File: src/hdl/bus_pkg.sv
// bus_pkg: constants, states and carriers of the local bus interface
// assumes one 25 MHz clock; pin directions are resolved outside by the enables
// Functional notes
// - mask wrap low forces address bit 20 zero
// - address pins float in bus or address hold
// - address strobe with address; floats in hold
// - address float request floats address next clock
// - lane selects mark active bytes; float in hold
// - final transfer low before completing ready
// - yield floats bus, no ack, until released
// - yield beats a ready in same clock
// - yielded cycle restarts from its beginning
// - burst ready ignored idle and first clock
// - both readies low means non-burst completion
// - request pending shows queued or running work
// - narrow sizes split into four or two
// - write data and parity from second clock
// - even parity written; read parity never acts
// - snoop strobe honoured only while off bus
// - snoop first sampled late; trigger held after
// - one-clock flush pulse invalidates whole cache
// - flush low at reset release floats pins
// - surrender after cycle ends; ack until withdrawn
package bus_pkg;
   localparam int A20_BIT = 20;
   localparam int WORD_LSB = 2;
   localparam int SNOOP_LSB = 4;
   localparam int FIFO_DEPTH = 16;
   localparam logic [1:0] LAST_BEAT = 2'h3;
   localparam logic [1:0] SNOOP_AGE = 2'h2;
   localparam logic [3:0] LANES_IDLE = 4'hf;

   typedef enum logic [2:0] {
      ST_IDLE = 3'b000,
      ST_ADDR = 3'b001,
      ST_DATA = 3'b010,
      ST_BACKOFF = 3'b011,
      ST_HOLD = 3'b100
   } bus_state_t;

   // one core request: word address, lanes, direction, line fill, data
   typedef struct packed {
      logic [29:0] addr;
      logic [3:0] lanes;
      logic write;
      logic burst;
      logic [31:0] wdata;
   } req_t;

   typedef struct packed {
      logic wrap_mask_n;
      logic float_req;
      logic yield_n;
      logic burst_done_n;
      logic cycle_done_n;
      logic n8_n;
      logic n16_n;
      logic snoop_n;
      logic flush_n;
      logic surrender_req;
      logic [27:0] addr_hi;
      logic [31:0] data;
      logic [3:0] par;
   } pins_in_t;

   typedef struct packed {
      logic [29:0] addr;
      logic addr_oe;
      logic ads_n;
      logic [3:0] lanes_n;
      logic final_n;
      logic ctl_oe;
      logic [31:0] data;
      logic [3:0] parity;
      logic data_oe;
      logic req_pend;
      logic req_pend_oe;
      logic ack;
      logic ack_oe;
   } pins_out_t;
endpackage

File: src/hdl/local_bus_if.sv
// local_bus_if: processor side of the local bus, with its request queue
// assumes pins arrive unsynchronised and tristate wiring sits outside
`timescale 1ns/10ps
`default_nettype none

// request queue with registered full and empty flags
module req_fifo #(
   parameter int WIDTH = 8,
   parameter int DEPTH = 16
) (
   input wire logic clk,
   input wire logic rst,
   input wire logic in_valid,
   input wire logic [WIDTH-1:0] in_data,
   output logic in_ready,
   output logic out_valid,
   output logic [WIDTH-1:0] out_data,
   input wire logic out_ready
);
   localparam int AW = $clog2(DEPTH);
   logic [WIDTH-1:0] mem [DEPTH];
   logic [AW-1:0] wp_q, wp_d, rp_q, rp_d;
   logic [AW:0] cnt_q, cnt_d;
   logic full_q, full_d, empty_q, empty_d, push, pop;

   assign push = in_valid && !full_q;
   assign pop = out_ready && !empty_q;
   assign in_ready = !full_q;
   assign out_valid = !empty_q;
   assign out_data = mem[rp_q];

   // pointer and occupancy update
   always_comb
   begin
      wp_d = push ? wp_q + 1'b1 : wp_q;
      rp_d = pop ? rp_q + 1'b1 : rp_q;
      cnt_d = cnt_q;
      if (push && !pop)
         cnt_d = cnt_q + 1'b1;
      else if (pop && !push)
         cnt_d = cnt_q - 1'b1;
      full_d = cnt_d == (AW+1)'(DEPTH);
      empty_d = cnt_d == '0;
   end

   always_ff @(posedge clk or posedge rst)
   begin
      if (rst)
      begin
         wp_q <= '0;
         rp_q <= '0;
         cnt_q <= '0;
         full_q <= 1'b0;
         empty_q <= 1'b1;
      end
      else
      begin
         wp_q <= wp_d;
         rp_q <= rp_d;
         cnt_q <= cnt_d;
         full_q <= full_d;
         empty_q <= empty_d;
      end
   end

   // storage write
   always_ff @(posedge clk)
   begin
      if (push)
         mem[wp_q] <= in_data;
   end
endmodule

module local_bus_if (
   input wire logic sys_clk,
   input wire logic reset,
   input wire bus_pkg::req_t req_data,
   input wire logic req_valid,
   output logic req_ready,
   output logic rd_valid,
   output logic [31:0] rd_data,
   output logic [1:0] rd_beat,
   output logic parity_err,
   output logic snoop_valid,
   output logic [31:4] snoop_addr,
   output logic cache_flush,
   output logic test_float,
   input wire logic address_wrap_mask_n,
   input wire logic addr_float_req,
   input wire logic bus_yield_n,
   input wire logic burst_done_n,
   input wire logic cycle_done_n,
   input wire logic narrow8_size_n,
   input wire logic narrow16_size_n,
   input wire logic snoop_addr_strobe_n,
   input wire logic cache_invalidate_all_n,
   input wire logic bus_surrender_req,
   input wire logic [31:4] addr_pin_in,
   output logic [31:2] addr_pin_out,
   output logic addr_pin_oe,
   output logic addr_strobe_n,
   output logic [3:0] byte_lane_sel_n,
   output logic final_transfer_n,
   output logic ctl_oe,
   input wire logic [31:0] data_pin_in,
   input wire logic [3:0] lane_parity_in,
   output logic [31:0] data_pin_out,
   output logic [3:0] lane_parity_out,
   output logic data_pin_oe,
   output logic internal_request_pending,
   output logic request_pending_oe,
   output logic bus_surrender_ack,
   output logic surrender_ack_oe
);
   import bus_pkg::*;

   pins_in_t raw, s1_q, in;
   pins_out_t p_d, p_q;
   req_t cur_q, cur_d, fifo_out;
   bus_state_t state_q, state_d;
   logic [3:0] rem_q, rem_d, srv;
   logic [1:0] beat_q, beat_d, age_q, age_d, rd_beat_q, rd_beat_d;
   logic [31:0] rd_data_q, rd_data_d;
   logic busy_q, busy_d, rd_valid_q, rd_valid_d, perr_q, perr_d, take, rdy, flt, on;
   logic fifo_valid, first_q, test_q, test_d, flush_q, flush_d;
   logic snoop_q, snoop_d, ads_prev_q, hold_prev_q, win;
   logic [27:0] saddr_q, saddr_d;
   logic [29:0] a;

   // even parity per byte: parity bit makes each byte plus bit even
   function automatic logic [3:0] even_par(input logic [31:0] d);
      logic [3:0] r;
      r = '0;
      for (int i = 0; i < 4; i++)
         r[i] = ^d[8*i +: 8];
      return r;
   endfunction

   // lanes served by one cycle at the sampled port width
   function automatic logic [3:0] served(input logic [3:0] rem, input logic n8_n, input logic n16_n);
      logic [3:0] r;
      r = rem;
      if (!n8_n)
         r = rem & (4'(~rem) + 4'h1);
      else if (!n16_n)
         r = (|rem[1:0]) ? {2'b00, rem[1:0]} : {rem[3:2], 2'b00};
      return r;
   endfunction

   req_fifo #(.WIDTH($bits(req_t)), .DEPTH(FIFO_DEPTH)) u_queue (
      .clk(sys_clk),
      .rst(reset),
      .in_valid(req_valid),
      .in_data(req_data),
      .in_ready(req_ready),
      .out_valid(fifo_valid),
      .out_data(fifo_out),
      .out_ready(take)
   );

   // two-stage pin synchroniser, no reset so reset-time levels pass through
   assign raw = {address_wrap_mask_n, addr_float_req, bus_yield_n, burst_done_n, cycle_done_n,
                 narrow8_size_n, narrow16_size_n, snoop_addr_strobe_n, cache_invalidate_all_n,
                 bus_surrender_req, addr_pin_in, data_pin_in, lane_parity_in};
   always_ff @(posedge sys_clk)
   begin
      s1_q <= raw;
      in <= s1_q;
   end

   // cycle sequencer
   always_comb
   begin
      state_d = state_q;
      cur_d = cur_q;
      rem_d = rem_q;
      beat_d = beat_q;
      busy_d = busy_q;
      rd_data_d = rd_data_q;
      rd_beat_d = rd_beat_q;
      rd_valid_d = 1'b0;
      perr_d = perr_q;
      take = 1'b0;
      srv = served(rem_q, in.n8_n, in.n16_n);
      rdy = !in.cycle_done_n || (!in.burst_done_n && !cur_q.burst);
      case (state_q)
         ST_IDLE:
            if (!in.yield_n)
               state_d = ST_BACKOFF;
            else if (in.surrender_req)
               state_d = ST_HOLD;
            else if (fifo_valid && !in.float_req && !test_q)
            begin
               take = 1'b1;
               cur_d = fifo_out;
               rem_d = fifo_out.lanes;
               beat_d = '0;
               busy_d = 1'b1;
               state_d = ST_ADDR;
            end
         ST_ADDR:
            state_d = in.yield_n ? ST_DATA : ST_BACKOFF;
         ST_DATA:
            if (!in.yield_n)
               state_d = ST_BACKOFF;
            else if (rdy)
            begin
               for (int i = 0; i < 4; i++)
                  if (srv[i])
                     rd_data_d[8*i +: 8] = in.data[8*i +: 8];
               perr_d = |((even_par(in.data) ^ in.par) & srv);
               rd_beat_d = '0;
               rem_d = rem_q & ~srv;
               if (rem_d != '0)
                  state_d = ST_ADDR;
               else
               begin
                  rd_valid_d = !cur_q.write;
                  busy_d = 1'b0;
                  state_d = ST_IDLE;
               end
            end
            else if (!in.burst_done_n)
            begin
               rd_data_d = in.data;
               perr_d = |(even_par(in.data) ^ in.par);
               rd_beat_d = beat_q;
               rd_valid_d = !cur_q.write;
               beat_d = beat_q + 2'h1;
               if (beat_q == LAST_BEAT)
               begin
                  busy_d = 1'b0;
                  state_d = ST_IDLE;
               end
            end
         ST_BACKOFF:
            if (in.yield_n && !(busy_q && in.float_req))
            begin
               rem_d = cur_q.lanes;
               beat_d = '0;
               state_d = busy_q ? ST_ADDR : ST_IDLE;
            end
         ST_HOLD:
            if (!in.yield_n)
               state_d = ST_BACKOFF;
            else if (!in.surrender_req)
               state_d = ST_IDLE;
         default:
            state_d = ST_IDLE;
      endcase
   end

   // pin values for the next clock
   always_comb
   begin
      flt = test_d || state_d == ST_BACKOFF || state_d == ST_HOLD;
      on = state_d == ST_ADDR || state_d == ST_DATA;
      a = cur_d.addr;
      if (!in.wrap_mask_n)
         a[A20_BIT-WORD_LSB] = 1'b0;
      p_d.addr = a;
      p_d.addr_oe = !flt && !in.float_req;
      p_d.ads_n = !(state_d == ST_ADDR);
      p_d.lanes_n = on ? ~rem_d : LANES_IDLE;
      p_d.final_n = !(on && (!cur_d.burst || beat_d == LAST_BEAT));
      p_d.ctl_oe = !flt;
      p_d.data = cur_d.wdata;
      p_d.parity = even_par(cur_d.wdata);
      p_d.data_oe = !flt && state_d == ST_DATA && cur_d.write;
      p_d.req_pend = fifo_valid || busy_d;
      p_d.req_pend_oe = !test_d;
      p_d.ack = state_d == ST_HOLD;
      p_d.ack_oe = !test_d;
   end

   // snoop window, flush and test-float capture
   always_comb
   begin
      age_d = (in.float_req || !in.yield_n) ? ((age_q == SNOOP_AGE) ? age_q : age_q + 2'h1) : 2'h0;
      win = (state_q == ST_HOLD && hold_prev_q) || age_q == SNOOP_AGE;
      snoop_d = !in.snoop_n && win && !ads_prev_q && !snoop_q;
      saddr_d = in.addr_hi;
      if (!in.wrap_mask_n)
         saddr_d[A20_BIT-SNOOP_LSB] = 1'b0;
      flush_d = !in.flush_n && !first_q;
      test_d = first_q ? !in.flush_n : test_q;
   end

   always_ff @(posedge sys_clk or posedge reset)
   begin
      if (reset)
      begin
         state_q <= ST_IDLE;
         cur_q <= '0;
         rem_q <= '0;
         beat_q <= '0;
         busy_q <= 1'b0;
         rd_data_q <= '0;
         rd_beat_q <= '0;
         rd_valid_q <= 1'b0;
         perr_q <= 1'b0;
         p_q <= '{ads_n: 1'b1, lanes_n: LANES_IDLE, final_n: 1'b1, default: '0};
         age_q <= '0;
         snoop_q <= 1'b0;
         saddr_q <= '0;
         ads_prev_q <= 1'b0;
         hold_prev_q <= 1'b0;
         flush_q <= 1'b0;
         first_q <= 1'b1;
         test_q <= 1'b0;
      end
      else
      begin
         state_q <= state_d;
         cur_q <= cur_d;
         rem_q <= rem_d;
         beat_q <= beat_d;
         busy_q <= busy_d;
         rd_data_q <= rd_data_d;
         rd_beat_q <= rd_beat_d;
         rd_valid_q <= rd_valid_d;
         perr_q <= perr_d;
         p_q <= p_d;
         age_q <= age_d;
         snoop_q <= snoop_d;
         saddr_q <= saddr_d;
         ads_prev_q <= !p_q.ads_n;
         hold_prev_q <= p_q.ack;
         flush_q <= flush_d;
         first_q <= 1'b0;
         test_q <= test_d;
      end
   end

   // outputs straight from flops
   assign rd_valid = rd_valid_q;
   assign rd_data = rd_data_q;
   assign rd_beat = rd_beat_q;
   assign parity_err = perr_q;
   assign snoop_valid = snoop_q;
   assign snoop_addr = saddr_q;
   assign cache_flush = flush_q;
   assign test_float = test_q;
   assign addr_pin_out = p_q.addr;
   assign addr_pin_oe = p_q.addr_oe;
   assign addr_strobe_n = p_q.ads_n;
   assign byte_lane_sel_n = p_q.lanes_n;
   assign final_transfer_n = p_q.final_n;
   assign ctl_oe = p_q.ctl_oe;
   assign data_pin_out = p_q.data;
   assign lane_parity_out = p_q.parity;
   assign data_pin_oe = p_q.data_oe;
   assign internal_request_pending = p_q.req_pend;
   assign request_pending_oe = p_q.req_pend_oe;
   assign bus_surrender_ack = p_q.ack;
   assign surrender_ack_oe = p_q.ack_oe;
endmodule

`default_nettype wire

File: config.mk
export PLATFORM = sky130hd
export DESIGN_NAME = local_bus_if
export DESIGN_NICKNAME = d
export VERILOG_FILES = /design/src/hdl/bus_pkg.sv /design/src/hdl/local_bus_if.sv
export SDC_FILE = /design/constraint.sdc
export NUM_CORES = 2
export LEC_CHECK = 0
export BUFFER_PORTS_ARGS = -buffer_cell sky130_fd_sc_hd__buf_4
export CAP_MARGIN = 15
export CORE_ASPECT_RATIO = 1.4
export CORE_MARGIN = 2
export CORE_UTILIZATION = 40
export DETAILED_ROUTE_END_ITERATION = 12
export REMOVE_ABC_BUFFERS = 1
export SETUP_SLACK_MARGIN = 0.3
export SLEW_MARGIN = 30
export SYNTH_ARGS = -nofsm -noshare
export SYNTH_HDL_FRONTEND = slang
export SYNTH_SLANG_ARGS = --single-unit
File: constraint.sdc
create_clock -name sys_clk -period 18.4 [get_ports sys_clk]
set_clock_uncertainty 0.15 [all_clocks]
set_input_delay 2.76 -clock sys_clk [delete_from_list [all_inputs] [get_ports sys_clk]]
set_output_delay 2.76 -clock sys_clk [all_outputs]
set_load 0.1 [all_outputs]
Yosys cells after proc, flatten, opt, wreduce, memory -nomap -nowiden --
Memories as Yosys holds them, arrays and structs flattened. Index checks and enable logic that the tools add are counted.
Word-level totals: memories 1, latch bits 0, memory bits (writable) 1088, memory bits (read-only) 0, output and inout port bits 147, logic and storage cells 243, flip-flop bits (word level) 359, input port bits 145
Operators by class: eq/ne operators 18, reductions and logical operators 69, bitwise operators 8, multipliers 0, mux-type cells 74, add/subtract/negate cells 7, div/mod/pow operators 0, shift-type cells 0, magnitude comparators 0
Memory list:
- u_queue.mem | depth 16, bits a word 68, rd ports 1, clocked after memory_dff 0, wr ports 1, RTL line local_bus_if.sv:21 | logic [WIDTH-1:0] mem [DEPTH];
Operators with widths (count):
- $mux 68 | 4
- $mux 32 | 2
- $reduce_xor 8->1 | 8
- $mux 4 | 10
- $mux 8 | 4
- $mux 3 | 10
- $mux 1 | 27
- $logic_not 1->1 | 23
- $mux 2 | 11
- $reduce_and 4->1 | 5
- $logic_and 1x1->1 | 18
- $pmux 3 s5 | 1
- $add 4x1->4 const B | 3
- $and 4x4->4 | 3
- $eq 3x2->1 const B | 4
- $not 4->4 | 3
- $pmux 4 s3 | 1
- $mux 5 | 2
- $ne 2x2->1 const B | 5
- $logic_or 1x1->1 | 8
- $reduce_or 4->1 | 2
- $eq 2x2->1 const B | 3
- $eq 3x1->1 const B | 2
- $eq 3x3->1 const B | 2
- 14 further kinds | 15

Longest topological paths before layout --
depth in word-level cells 17, gate-level depth with buffers 12, gate-level depth less buffers 7

Cells and area by module --
From an unflattened synthesis, not the netlist that was laid out.
Second synthesis, totals: cell total of the unflattened synthesis 2546, area, all modules 52525.4 um^2
Modules (own cells, without submodules):
- req_fifo | instances 1, area an instance 42095.4 um^2, cells an instance 1823
- local_bus_if | instances 1, area an instance 10430.0 um^2, cells an instance 723

Worst setup path after synthesis --
No wires, ideal clock.
path type in2reg, from input req_valid, to memory u_queue.mem[3][0] (netlist bit), enable pin, library setup time 0.577 ns, arrival time 7.936 ns, stages 4, setup slack 9.737 ns, cells stage by stage nor2b_1 clkbuf_1 nand2_1 nor3_1
On the way: cells in the longest elaborated chain, start to end 3
Ends and longest elaborated chain:
- start: declaration | RTL line local_bus_if.sv:78 | input wire logic req_valid,
- $logic_and 1x1->1 | RTL line local_bus_if.sv:26 | assign push = in_valid && !full_q;
- $mux 1 | RTL line local_bus_if.sv:69 | if (push)
- $mux 1 (not written as such) | RTL line local_bus_if.sv:70 | mem[wp_q] <= in_data;
- end: declaration | RTL line local_bus_if.sv:21
Every way passes these cells.

Worst setup path in the final report --
from input req_valid, to memory u_queue.mem[12][56] (netlist bit), enable pin
Same word-level chain as after synthesis.

==> metrics.yaml <==
status:
  status: "complete, no violations"
yosys:
  synth_edf_count: 1088
  synth_compound_area_share_pct: 3.20
  yosys_warnings: 0
  synth_simple_gate_area_share_pct: 2.78
  synth-seq-cells: 1418
  syn_avg_cell_area_um2: 19.4
  synth_mux_area_share_pct: 13.4
  synth_xor_area_share_pct: 1.69
  synthAdderAreaFrac_pct: 0.233
  synth_flop_cell: "edfxtp_1"
  yosysSeqAreaShare_pct: 76.2
  syn_inst: 2723
  syn-cell-area_um2: 52700
  async_flop_share_pct: 12.8
  ys_types: 68
  synth_top_family_by_area: "multiplexers"
setup_path:
  path_class: "in2reg"
  startpoint: "req_valid"
  rrSetupSlack_ps: 13880
  rr_endpoint: "lane_parity_out[1]"
  r2r_start: "u_queue.rp_q[1]"
  crit_path_end_kind: "register"
  worstPathRequired_ps: 18630
  endpoint: "u_queue.mem[12][56]"
  path_max_fanout: 46
  startpoint_type: "primary input"
  cp.arrival_ps: 5200
  rr_worst_depth: 9
place:
  port_buffers: 291
  dp_slack_ps: 12610
  hpwl_mm: 69.9
  dp_cells: 4625
  gp_congestion: 0.816
floorplan:
  coreArea_um2: 131000
  boundaryPins: 292
  start_util_pct: 40.3
  rows: 157
  fp.dieW_um: 311
  die_y_um: 434
  die-area_um2: 135000
timing:
  hold_violations: 0
  fmaxAchievable_mhz: 201
  setup_viol: 0
  whs_ps: 173
  fin_ws_ps: 13430
  period_share_pct: 27.0
  min_period_ps: 4970
  slew_headroom_pct: 38.5
  rsz0062_at_grt: "false"
  max_slew.worst_pin.slew_ps: 920
  finalMaxSlewViolations: 0
  finalSetupTns_ps: 0
clocking:
  clk_latency_ps: 760
  clock_path_buffers: 3
  cts_buffers: 136
  post-cts-setup-buffer-count: 0
  cts-hold-fix-buffers: 0
  post_cts_resize_count: 0
  htreeDepth: 4
  cts_tree: "done"
  clkTransAtPathRegs_ps: 60
  clock-sinks: 1418
  clk_root_buffer_cell: "clkbuf_16"
route:
  vias: 25400
  drt-total-wl_mm: 118
  dr.pass1.iters: 5
  wire_per_inst_um: 24.3
  drt_iter0_markers: 1787
  viasPerCell: 5.20
  final_antenna_net_count: 0
  drc: 0
cells_and_area:
  synthToLayoutAreaGrowth_pct: 15.8
  nNetsFinal: 3170
  multi_input_area_um2: 11400
  fin_util_pct: 46.7
  fillers: 10900
  antenna_cells: 0
  area.sequential_um2: 40200
  final_layout_size_suffix_gt1_share_pct: 28.8
  fin_cells: 4875
  final_cell_mix: "edfxtp_1 (1088), buf_4 (331), nand2_1 (228)"
  layout_commonest_cell: "edfxtp_1"
global_route:
  grt_pass1_vias: 27400
  antenna_found_initial: 5
  grt_usage_pct: 17.7
  grt_first_pass_wirelength_mm: 177
  grt_max_degree: 125
  grt.overflow.total: 0
power_and_ir_drop:
  power_density_nw_per_um2: 149
  p_leak_nw: 20.9
  vdd_drop_max_mv: 0.0949
min_path:
  hold_class: "reg2reg"
job:
  drv_cap: 0
## Yosys cell counts (all sizes together) (16+ instances only)
library cell     n  area share [%]
nand2          228             1.6
clkbuf          39            0.28
nor2            60            0.44
mux2i          122             2.3
o221ai          31            0.51
edfxtp        1088              62
mux2            70             1.5
buf            148             2.1
mux4           224             9.6
o41ai           16            0.50
xor2            26            0.43
o21ai           75            0.71
dfrtp          174             8.3
xnor2           68             1.1
a21oi           32            0.33
dfxtp          148             5.6
a22oi           40            0.57
## routing by layer
metal  part of all wire, %  routed length (µm)  track usage (%)  vias up
li1                      -                   -                -    11200
met1                    40               47900             22.0    13300
met2                    52               61300             31.1      750
met3                   5.5                6480             3.54      179
met4                   2.3                2670             5.39        6
met5                 0.038                  45                0        -
## power by group
part | internal, mW | leakage (nW) | switching (mW)
clock network | 1.61 | 2.19 | 1.18
registers | 3.83 | 13.4 | 0.167
logic | 0.790 | 5.32 | 1.50
## critical path, stage by stage
cell	delay [ps]
buf_4	90
nor2b_1	200
buf_4	230
nand2_1	250
nor2_4	790
buf_4	750
## cells by family after synthesis
group | after synthesis
AOI/OAI and AO/OA | 234
adders and majority gates | 10
and+or+nand+nor | 345
buffers and inverters | 202
DFF | 1418
muxes | 416
other | 1
xor gates and xnor gates | 97
## stage by stage
| step | area [µm²] | power (mW) |
|---|---|---|
| after floorplan | 51500 | 6.01 |
| after global placement | 56400 | 6.32 |
| after detailed placement | 56500 | 6.38 |
| after CTS | 61000 | 9.19 |
| after global routing | 61100 | 9.43 |
| final | 61100 | 9.08 |
## sequential cells by signal (all words and copies together) (netlist names), 3 cells and up
| name | flops |
|---|---|
| byte_lane_sel_n | 4 |
| cur_q | 68 |
| in | 74 |
| lane_parity_out | 4 |
| rd_data | 32 |
| rem_q | 4 |
| s1_q | 74 |
| snoop_addr | 28 |
| state_q | 3 |
| u_queue.cnt_q | 5 |
| u_queue.mem | 1088 |
| u_queue.rp_q | 4 |
| u_queue.wp_q | 4 |
## area by class of cell
cell class                      instances  area share (%)
Inverter                               15           0.109
Clock inverter                         64            1.08
Timing Repair Buffer                  342            4.49
Multi-Input combinational cell       1103            18.6
Clock buffer                          184            6.27
Tap cell                             1749            3.58
Sequential cell                      1418            65.8
## worst min path at each step
stage	from	to	slack [ps]	cells after the start
after floorplan	s1_q[0]	in[0]	160	0
after global placement	s1_q[37]	in[37]	160	0
after detailed placement	s1_q[48]	in[48]	160	0
after CTS	s1_q[58]	in[58]	180	0
after global routing	in[58]	snoop_addr[26]	180	0
final	in[57]	snoop_addr[25]	170	0
Note: power is estimated with default switching activity, not from simulation.
